### config.mk
export PLATFORM = sky130hd
export DESIGN_NAME = dts_cc_attach_fsm
export DESIGN_NICKNAME = d
export VERILOG_FILES = /design/src/rtl/dts_cc_timer.v /design/src/rtl/dts_cc_attach_fsm.v
export VERILOG_INCLUDE_DIRS = /design/src /design/src/rtl
export SDC_FILE = /design/constraint.sdc
export NUM_CORES = 1
export LEC_CHECK = 0
export ABC_AREA = 1
export BUFFER_PORTS_ARGS = -buffer_cell sky130_fd_sc_hd__buf_2
export CAP_MARGIN = 20
export CORE_MARGIN = 2
export CORE_UTILIZATION = 25
export DETAILED_ROUTE_END_ITERATION = 6
export GPL_TIMING_DRIVEN = 1
export PLACE_DENSITY = 0.45
export SLEW_MARGIN = 20
export SYNTH_ARGS = -nofsm -noshare
export SYNTH_HDL_FRONTEND = slang
export SYNTH_HIERARCHICAL = 1
export SYNTH_SLANG_ARGS = --single-unit
### constraint.sdc
create_clock -name sys_clk_i -period 2.1 [get_ports sys_clk_i]
set_input_delay 0.105 -clock sys_clk_i [delete_from_list [all_inputs] [get_ports sys_clk_i]]
set_output_delay 0.105 -clock sys_clk_i [all_outputs]
set_load 0.1 [all_outputs]
### src/rtl/dts_cc_regs.vh
// constants for the debug accessory cc attach machine
// assumes a 10 mhz system clock and no software registers
`ifndef DTS_CC_REGS_VH
`define DTS_CC_REGS_VH

// clock rate in cycles per microsecond
`define CLK_MHZ 10

// durations in microseconds
`define T_ERR_REC_US 25000
`define T_CC_DEB_US 100000
`define T_PD_DEB_US 10000
`define T_DRP_US 75000
// source share of the toggle period, percent
`define DC_SRC_DRP_PCT 50

// port types
`define PORT_SINK 2'h0
`define PORT_SOURCE 2'h1
`define PORT_DRP 2'h2

// sensed level on one cc pin
`define CC_OPEN 2'h0
`define CC_RP 2'h1
`define CC_RD 2'h2

// termination request for one cc pin
`define TERM_NONE 2'h0
`define TERM_RD 2'h1
`define TERM_RP 2'h2

// state codes
`define ST_ERR_REC 4'h0
`define ST_DISABLED 4'h1
`define ST_UNATT_SNK 4'h2
`define ST_AWAIT_SNK 4'h3
`define ST_ATT_SNK 4'h4
`define ST_UNATT_SRC 4'h5
`define ST_TRY_SRC 4'h6

// cycles held in reset-release start-up
`define INIT_CYC 2'h3

`endif

### src/rtl/dts_cc_timer.v
// one debounce or duration timer counting local clock cycles
// assumes run and clear come from logic on the same clock
`default_nettype none

module dts_cc_timer #(
  parameter integer W = 20,
  parameter [W-1:0] LIMIT = 20'h00001
) (
  input wire sys_clk_i,
  input wire reset_i,
  input wire clear_i,
  input wire run_i,
  output reg done_o
);

  reg [W-1:0] cnt_q;

  // restarts on clear or when its condition drops
  always @(posedge sys_clk_i) begin
    if (reset_i || clear_i || !run_i) begin
      cnt_q <= {W{1'b0}};
      done_o <= 1'b0;
    end else if (!done_o) begin
      if (cnt_q >= LIMIT - {{(W-1){1'b0}}, 1'b1}) begin
        done_o <= 1'b1;
      end else begin
        cnt_q <= cnt_q + {{(W-1){1'b0}}, 1'b1};
      end
    end
  end

endmodule // dts_cc_timer

`default_nettype wire

### src/rtl/dts_cc_attach_fsm.v
// cc attach machine of a debug and test system plug port
// assumes analog comparators report each cc pin and vbus as pins
//
// Notes on behaviour
// - accessory recognised only when both cc pins show one termination
// - attach only to rp on both pins; rd on both or mixed is unsupported
// - pd over cc starts only after plug orientation is known
// - vconn is never driven in any state
// - error recovery drops all cc terminations, then goes unattached
// - a recovery directive enters error recovery from any state
// - without error recovery, go disabled, or else unattached
// - after recovery sink goes unattached sink, source and drp to src
// - dead battery port starts in unattached sink; sink and source rest there, drp toggles on
// - unattached and attach-wait sink: vbus undriven, rd on both pins
// - rp seen on both pins moves unattached sink to attach wait
// - drp toggles to source after open for sink share, or on demand
// - open for pd debounce leaves attach wait: sink back, drp to src
// - no open for cc debounce plus vbus: sink attaches, drp tries src
// - drp sequencing prefers the source role
// - attached sink never drives vbus
// - attached sink keeps rd on both pins, even when orientation is needed
// - attached sink keeps monitoring both cc pins and vbus
// - pd only after attached sink entry, in the ufp sink role
// - debug signals stay disconnected until attached
// - unworkable pairings leave both ports safe and unpowered
// - plug-side device sensing both cc wires independently
// - attached sink returns to unattached sink once vbus goes away
`default_nettype none
`include "dts_cc_regs.vh"

module dts_cc_attach_fsm #(
  parameter [1:0] PORT_TYPE = `PORT_DRP,
  parameter integer HAS_ERR_REC = 1,
  parameter integer HAS_DISABLED = 1,
  parameter integer T_ERR_REC_CYC = `T_ERR_REC_US * `CLK_MHZ,
  parameter integer T_CC_DEB_CYC = `T_CC_DEB_US * `CLK_MHZ,
  parameter integer T_PD_DEB_CYC = `T_PD_DEB_US * `CLK_MHZ,
  parameter integer T_DRP_SNK_CYC =
    (`T_DRP_US * (100 - `DC_SRC_DRP_PCT) / 100) * `CLK_MHZ,
  parameter integer T_DRP_SRC_CYC =
    (`T_DRP_US * `DC_SRC_DRP_PCT / 100) * `CLK_MHZ
) (
  input wire sys_clk_i,
  input wire reset_i,
  input wire [1:0] cc1_sense_i,
  input wire [1:0] cc2_sense_i,
  input wire vbus_present_i,
  input wire dead_battery_i,
  input wire recover_req_i,
  input wire toggle_req_i,
  input wire orient_needed_i,
  input wire orient_known_i,
  output reg [1:0] cc1_term_o,
  output reg [1:0] cc2_term_o,
  output reg cc_monitor_o,
  output reg vbus_drive_o,
  output reg vconn_drive_o,
  output reg pd_enable_o,
  output reg pd_role_sink_o,
  output reg debug_connect_o,
  output reg attached_o,
  output reg [3:0] state_o
);

  localparam integer TW = 20;
  localparam integer NS = 10;

  // input synchroniser, two stages per pin
  wire [NS-1:0] raw_w;
  reg [NS-1:0] sync1_q;
  reg [NS-1:0] sync2_q;

  assign raw_w = {cc1_sense_i, cc2_sense_i, vbus_present_i,
                  dead_battery_i, recover_req_i, toggle_req_i,
                  orient_needed_i, orient_known_i};

  genvar gi;
  generate
    for (gi = 0; gi < NS; gi = gi + 1) begin : g_sync
      always @(posedge sys_clk_i) begin
        if (reset_i) begin
          sync1_q[gi] <= 1'b0;
          sync2_q[gi] <= 1'b0;
        end else begin
          sync1_q[gi] <= raw_w[gi];
          sync2_q[gi] <= sync1_q[gi];
        end
      end
    end
  endgenerate

  wire [1:0] cc1_s;
  wire [1:0] cc2_s;
  wire vbus_s;
  wire dead_bat_s;
  wire recover_s;
  wire toggle_s;
  wire orient_need_s;
  wire orient_known_s;

  assign cc1_s = sync2_q[9:8];
  assign cc2_s = sync2_q[7:6];
  assign vbus_s = sync2_q[5];
  assign dead_bat_s = sync2_q[4];
  assign recover_s = sync2_q[3];
  assign toggle_s = sync2_q[2];
  assign orient_need_s = sync2_q[1];
  assign orient_known_s = sync2_q[0];

  // directives act on their rising edge
  reg recover_d1_q;
  reg toggle_d1_q;
  wire recover_evt;
  wire toggle_evt;

  always @(posedge sys_clk_i) begin
    if (reset_i) begin
      recover_d1_q <= 1'b0;
      toggle_d1_q <= 1'b0;
    end else begin
      recover_d1_q <= recover_s;
      toggle_d1_q <= toggle_s;
    end
  end

  assign recover_evt = recover_s && !recover_d1_q;
  assign toggle_evt = toggle_s && !toggle_d1_q;

  // each pin judged on its own wire
  function both_is;
    input [1:0] a;
    input [1:0] b;
    input [1:0] lvl;
    begin
      both_is = (a == lvl) && (b == lvl);
    end
  endfunction

  // mixed terminations never count as a source
  wire both_rp;
  wire any_open;
  assign both_rp = both_is(cc1_s, cc2_s, `CC_RP);
  assign any_open = !both_rp;

  // unattached state that fits the port type
  function [3:0] unatt_for;
    input [1:0] ptype;
    begin
      if (ptype == `PORT_SINK) begin
        unatt_for = `ST_UNATT_SNK;
      end else begin
        unatt_for = `ST_UNATT_SRC;
      end
    end
  endfunction

  reg [3:0] state_q;
  reg [3:0] state_d;
  reg [1:0] init_q;
  wire state_chg;
  assign state_chg = (state_d != state_q);

  // qualifying conditions seen last cycle
  reg open_q;
  wire open_chg;
  always @(posedge sys_clk_i) begin
    if (reset_i) begin
      open_q <= 1'b1;
    end else begin
      open_q <= any_open;
    end
  end
  assign open_chg = (open_q != any_open);

  // timers restart on state or condition change
  wire er_done;
  wire ccdeb_done;
  wire pddeb_done;
  wire drp_snk_done;
  wire drp_src_done;

  dts_cc_timer #(
    .W(TW),
    .LIMIT(T_ERR_REC_CYC[TW-1:0])
  ) u_er_timer (
    .sys_clk_i(sys_clk_i),
    .reset_i(reset_i),
    .clear_i(state_chg),
    .run_i(state_q == `ST_ERR_REC),
    .done_o(er_done)
  );

  dts_cc_timer #(
    .W(TW),
    .LIMIT(T_CC_DEB_CYC[TW-1:0])
  ) u_ccdeb_timer (
    .sys_clk_i(sys_clk_i),
    .reset_i(reset_i),
    .clear_i(state_chg || open_chg),
    .run_i((state_q == `ST_AWAIT_SNK) && !any_open),
    .done_o(ccdeb_done)
  );

  dts_cc_timer #(
    .W(TW),
    .LIMIT(T_PD_DEB_CYC[TW-1:0])
  ) u_pddeb_timer (
    .sys_clk_i(sys_clk_i),
    .reset_i(reset_i),
    .clear_i(state_chg || open_chg),
    .run_i((state_q == `ST_AWAIT_SNK) && any_open),
    .done_o(pddeb_done)
  );

  dts_cc_timer #(
    .W(TW),
    .LIMIT(T_DRP_SNK_CYC[TW-1:0])
  ) u_drp_snk_timer (
    .sys_clk_i(sys_clk_i),
    .reset_i(reset_i),
    .clear_i(state_chg || open_chg),
    .run_i((state_q == `ST_UNATT_SNK) && any_open),
    .done_o(drp_snk_done)
  );

  dts_cc_timer #(
    .W(TW),
    .LIMIT(T_DRP_SRC_CYC[TW-1:0])
  ) u_drp_src_timer (
    .sys_clk_i(sys_clk_i),
    .reset_i(reset_i),
    .clear_i(state_chg),
    .run_i(state_q == `ST_UNATT_SRC),
    .done_o(drp_src_done)
  );

  wire is_drp;
  assign is_drp = (PORT_TYPE == `PORT_DRP);

  // next state
  always @* begin
    state_d = state_q;
    if (init_q != 2'h0) begin
      state_d = `ST_UNATT_SNK;
    end else if (recover_evt) begin
      if (HAS_ERR_REC != 0) begin
        state_d = `ST_ERR_REC;
      end else if (HAS_DISABLED != 0) begin
        state_d = `ST_DISABLED;
      end else begin
        state_d = unatt_for(PORT_TYPE);
      end
    end else begin
      case (state_q)
        `ST_ERR_REC: begin
          if (er_done) begin
            state_d = unatt_for(PORT_TYPE);
          end
        end
        `ST_DISABLED: begin
          state_d = `ST_DISABLED;
        end
        `ST_UNATT_SNK: begin
          if (both_rp) begin
            state_d = `ST_AWAIT_SNK;
          end else if (is_drp && (drp_snk_done || toggle_evt)) begin
            state_d = `ST_UNATT_SRC;
          end
        end
        `ST_AWAIT_SNK: begin
          if (pddeb_done) begin
            if (is_drp) begin
              state_d = `ST_UNATT_SRC;
            end else begin
              state_d = `ST_UNATT_SNK;
            end
          end else if (ccdeb_done && vbus_s) begin
            if (is_drp) begin
              state_d = `ST_TRY_SRC;
            end else begin
              state_d = `ST_ATT_SNK;
            end
          end
        end
        `ST_ATT_SNK: begin
          if (!vbus_s) begin
            state_d = `ST_UNATT_SNK;
          end
        end
        `ST_UNATT_SRC: begin
          if (is_drp && (drp_src_done || toggle_evt)) begin
            state_d = `ST_UNATT_SNK;
          end
        end
        `ST_TRY_SRC: begin
          state_d = `ST_TRY_SRC;
        end
        default: begin
          state_d = unatt_for(PORT_TYPE);
        end
      endcase
    end
  end

  // start in unattached sink; without dead battery, move to the type's unattached state once straps settle
  always @(posedge sys_clk_i) begin
    if (reset_i) begin
      state_q <= `ST_UNATT_SNK;
      init_q <= `INIT_CYC;
    end else if (init_q != 2'h0) begin
      init_q <= init_q - 2'h1;
      if ((init_q == 2'h1) && !dead_bat_s) begin
        state_q <= unatt_for(PORT_TYPE);
      end
    end else begin
      state_q <= state_d;
    end
  end

  // terminations per state
  reg [1:0] term_d;
  reg att_d;
  always @* begin
    term_d = `TERM_NONE;
    att_d = 1'b0;
    case (state_q)
      `ST_ERR_REC: begin
        term_d = `TERM_NONE;
      end
      `ST_DISABLED: begin
        term_d = `TERM_NONE;
      end
      `ST_UNATT_SNK: begin
        term_d = `TERM_RD;
      end
      `ST_AWAIT_SNK: begin
        term_d = `TERM_RD;
      end
      `ST_ATT_SNK: begin
        term_d = `TERM_RD;
        att_d = 1'b1;
      end
      `ST_UNATT_SRC: begin
        term_d = `TERM_RP;
      end
      `ST_TRY_SRC: begin
        term_d = `TERM_RP;
      end
      default: begin
        term_d = `TERM_NONE;
      end
    endcase
  end

  // registered outputs
  always @(posedge sys_clk_i) begin
    if (reset_i) begin
      cc1_term_o <= `TERM_RD;
      cc2_term_o <= `TERM_RD;
      cc_monitor_o <= 1'b0;
      vbus_drive_o <= 1'b0;
      vconn_drive_o <= 1'b0;
      pd_enable_o <= 1'b0;
      pd_role_sink_o <= 1'b0;
      debug_connect_o <= 1'b0;
      attached_o <= 1'b0;
      state_o <= `ST_UNATT_SNK;
    end else begin
      cc1_term_o <= term_d;
      cc2_term_o <= term_d;
      cc_monitor_o <= att_d;
      vbus_drive_o <= 1'b0;
      vconn_drive_o <= 1'b0;
      pd_enable_o <= att_d && (orient_known_s || !orient_need_s)
                     && orient_known_s;
      pd_role_sink_o <= att_d;
      debug_connect_o <= att_d;
      attached_o <= att_d;
      state_o <= state_q;
    end
  end

endmodule // dts_cc_attach_fsm

`default_nettype wire

==> impl_metrics.csv <==
group,metric,value,unit
status,status,"finished clean",
yosys,yosys_warnings,6,
timing,fin_setup_tns,0,ps
timing,finClkSkew,14.1,ps
pwr,swShare,31.1,%
setup_path,critPathLaunchType,"flip-flop",
placed_design,io_buffers,23,
yosys,postSynthRegisterBits,140,
floorplan,core-area,0.0327,mm^2
pwr,powerDensity,670,mW/mm^2
global_routing,grt_pass1_vias,7084,
floorplan,ios,27,
timing,final-hold-violation-count,0,
placed_design,place_congestion,0.823,
finish,post_route_cells_drive_above_1_share,23.8,%
clocking,cts_buffer_depth,2,
timing,period_minus_slack,2040,ps
global_routing,grt_pass1_wl,34.3,mm
yosys,syn_avg_cell_area,6.75,um^2
pwr,pwr-share-seq,40.9,%
timing,rsz0062_at_grt,"true",
setup_path,worstSetupEndpointType,"flip-flop",
pwr,switching_power,2120,uW
clocking,cts-buffers-inserted,17,
setup_path,worstPathArrival,2400,ps
setup_path,crit_start,"state_q[2]",
setup_path,crit_required,2460,ps
setup_path,crit_type,"reg -> reg",
timing,fmax,490,MHz
yosys,syn_inst,1237,
global_routing,grt_max_degree,30,
yosys,synth_edf_count,0,
setup_path,worst-path-max-fanout,12,
setup_path,rrSetupSlack,60,ps
global_routing,grt_usage,11.8,%
floorplan,rows,66,
pwr,ir_worst_vdd,512,uV
routing,post-route-drc-count,0,
pwr,combPwrFrac,15.3,%
yosys,ys_seq_area_share,33.5,%
yosys,synth_flop_cell,"dfxtp_1",
timing,slew_violations,0,
setup_path,critPathSlowestCell,"dfxtp_4",
clocking,cts-root-buf,"clkbuf_16",
yosys,synth_cell_types,35,
routing,num_vias,7633,
finish,final_cell_count_no_fill,1763,
setup_path,critPathMostFrequentCell,"nand2_2",
timing,setup_viol,0,
floorplan,start_util,25.5,%
pwr,power_leakage,0.00370,uW
pwr,p_clk_share,43.8,%
setup_path,reg2reg_to,"u_er_timer/cnt_q[15]",
job,max_cap_viol_count,0,
routing,wl_per_cell,11.7,um
yosys,synth_top_area_cell,"dfxtp_1",
routing,first_iter_violations,432,
timing,tightest_slew,510,ps
finish,antenna_cells,0,
clocking,htreeDepth,4,
hold_path,min_path_type,"reg -> reg",
timing,relSlewSlack,66.0,%
clocking,cts_tree,"built",
routing,ant_nets,0,
finish,area_growth,21.6,%
routing,vias_per_cell,4.33,
placed_design,place_inst,1714,
pwr,internal-power,4680,uW
timing,setup_ws,58.8,ps
global_routing,antenna_found_initial,0,
timing,finalCritPeriodShare,97.2,%
clocking,cts_sinks,140,
setup_path,slowest_delay,390,ps
yosys,async_flop_share,0,%
clocking,insertion_delay,430,ps
routing,wl,20.5,mm
placed_design,dp_hpwl,14.5,mm
setup_path,r2r_cells,16,
finish,final_nets,1327,
placed_design,place_ws,-128,ps
floorplan,die_area,0.0349,mm^2
setup_path,r2r_start,"state_q[2]",
setup_path,cp-endpoint,"u_er_timer/cnt_q[15]",
routing,dr.pass1.iters,6,
yosys,ys_top_cells_by_area,"dfxtp_1, nand2_1, nor2_1",
floorplan,fp.dieH,187,um
floorplan,die_w,187,um
yosys,syn_area,0.00835,mm^2
yosys,synth_top_area_share,33.5,%
global_routing,grt-ovfl-total,0,
timing,worst_hold_slack,396,ps
setup_path,crit_chain,"inv_6 -> buf_4 -> nand3_1 -> nand3_1 -> nand2_1 -> inv_1 -> nand2_2 -> nand2_2 -> nand2_2 -> nand2_2 -> nor2_4 -> nand2_1 -> nor2_2 -> nand2_4 -> buf_12 -> a21oi_1",
clocking,clk_pin_slew_worst_paths,70,ps
-- layout make-up --
cell class	count	area [um^2]
fill	3595	22500
clock inverter	15	153
timing repair buffer	91	734
inverter	147	567
sequential	140	2820
clock buffer	17	425
multi-input combinational	911	4900
tap	442	553
-- registers in the layout (all words and copies together) (netlist names), 2 cells and up --
signal / flops
cc2_term_o: 2
init_q: 2
u_pddeb_timer/cnt_q: 20
state_o: 4
u_drp_snk_timer/cnt_q: 20
u_ccdeb_timer/cnt_q: 20
cc1_s: 2
cc2_s: 2
state_q: 4
u_drp_src_timer/cnt_q: 20
sync1_q: 9
u_er_timer/cnt_q: 20
-- worst min-delay path by stage --
stage,from,endpoint,slack (ps),cells after the start
2_1_floorplan,orient_known_i,sync1_q[0],210,2
3_3_place_gp,orient_known_i,sync1_q[0],310,3
3_5_place_dp,cc2_sense_i[1],sync1_q[7],320,3
4_1_cts,cc1_sense_i[1],sync1_q[9],380,4
5_1_grt,sync1_q[2],toggle_s,410,2
6_report,sync1_q[2],toggle_s,400,2
-- power by group through the flow --
stage / sequential [uW] / clock [uW] / combinational (uW)
2_1_floorplan: 2910 / 0 / 419
5_1_grt: 2790 / 3200 / 1130
3_5_place_dp: 2830 / 0 / 762
6_report: 2780 / 2980 / 1040
3_3_place_gp: 2820 / 0 / 765
4_1_cts: 2770 / 3120 / 789
-- worst max-delay path: cells and delay by family (launching register included) --
kind            cells  cell delay, ps
simple gates       11            1020
compound gates      1             110
flops               1             390
buf+inv             4             430
-- placed cells by master, fill, tap and decap left out, types with 11 or more instances in the layout --
cell / n
a21oi_1: 35
a21oi_2: 54
buf_2: 23
buf_4: 47
clkbuf_16: 18
dfxtp_1: 135
inv_1: 132
inv_2: 11
nand2_1: 295
nand2_2: 47
nand3_1: 118
nand3_2: 27
nand4_1: 27
nor2_1: 159
nor2_2: 20
nor2_4: 14
o21ai_0: 23
xnor2_1: 16
xor2_1: 25
-- metal layers --
layer  vias to the layer above  track usage (%)  wire (um)
met1                      3463             15.7      10400
met5                         -                0          0
li1                       4071                -          -
met2                        82             19.1       9360
met3                        17             2.16        474
met4                         0             4.00        304
-- synth_stat cells (9+ instances only) --
library cell  count
inv_2             9
nand4_1          27
nor3_1           10
nand3_1         122
dfxtp_1         140
nand2_1         315
o21ai_0          25
a21oi_1          48
nand2_2          33
a21oi_2          41
nand3_2          24
nor2_1          170
xor2_1           25
xnor2_1          16
buf_4            12
inv_1           138
nor2_2           20
buf_6            12
-- kinds of logic (layout without fill, tap and decap cells) --
family	Yosys count	in the layout	synth area share, %
AOI/OAI and AO/OA	119	119	9.17
adders and majority gates	7	7	1.05
buffers and inverters	187	270	10.9
xor gates and xnor gates	41	41	4.30
DFF	140	140	33.5
other	1	2	0.0449
and+or+nand+nor	742	742	41.0
-- per-stage QoR --
step                      instance area [um^2]  power, uW  utilization (%)
after floorplan                           8360       3330                -
after global placement                    9080       3590             27.8
after detailed placement                  9080       3590             27.8
after CTS                                 9770       6670             29.9
after global routing                     10200       7120             31.1
final                                    10200       6800             31.1
-- what timing repair did --
action / 4_1_cts / 5_1_grt
hold endpoints to repair: 10 / 0
hold buffers: 10 / 0
buffers inserted: 0 / 6
cloned: 0 / 1
pin swaps: 0 / 27
gates resized for setup: 5 / 98
endpoints found under the setup margin: 83 / 105
Note: power is estimated with default switching activity, not from simulation.
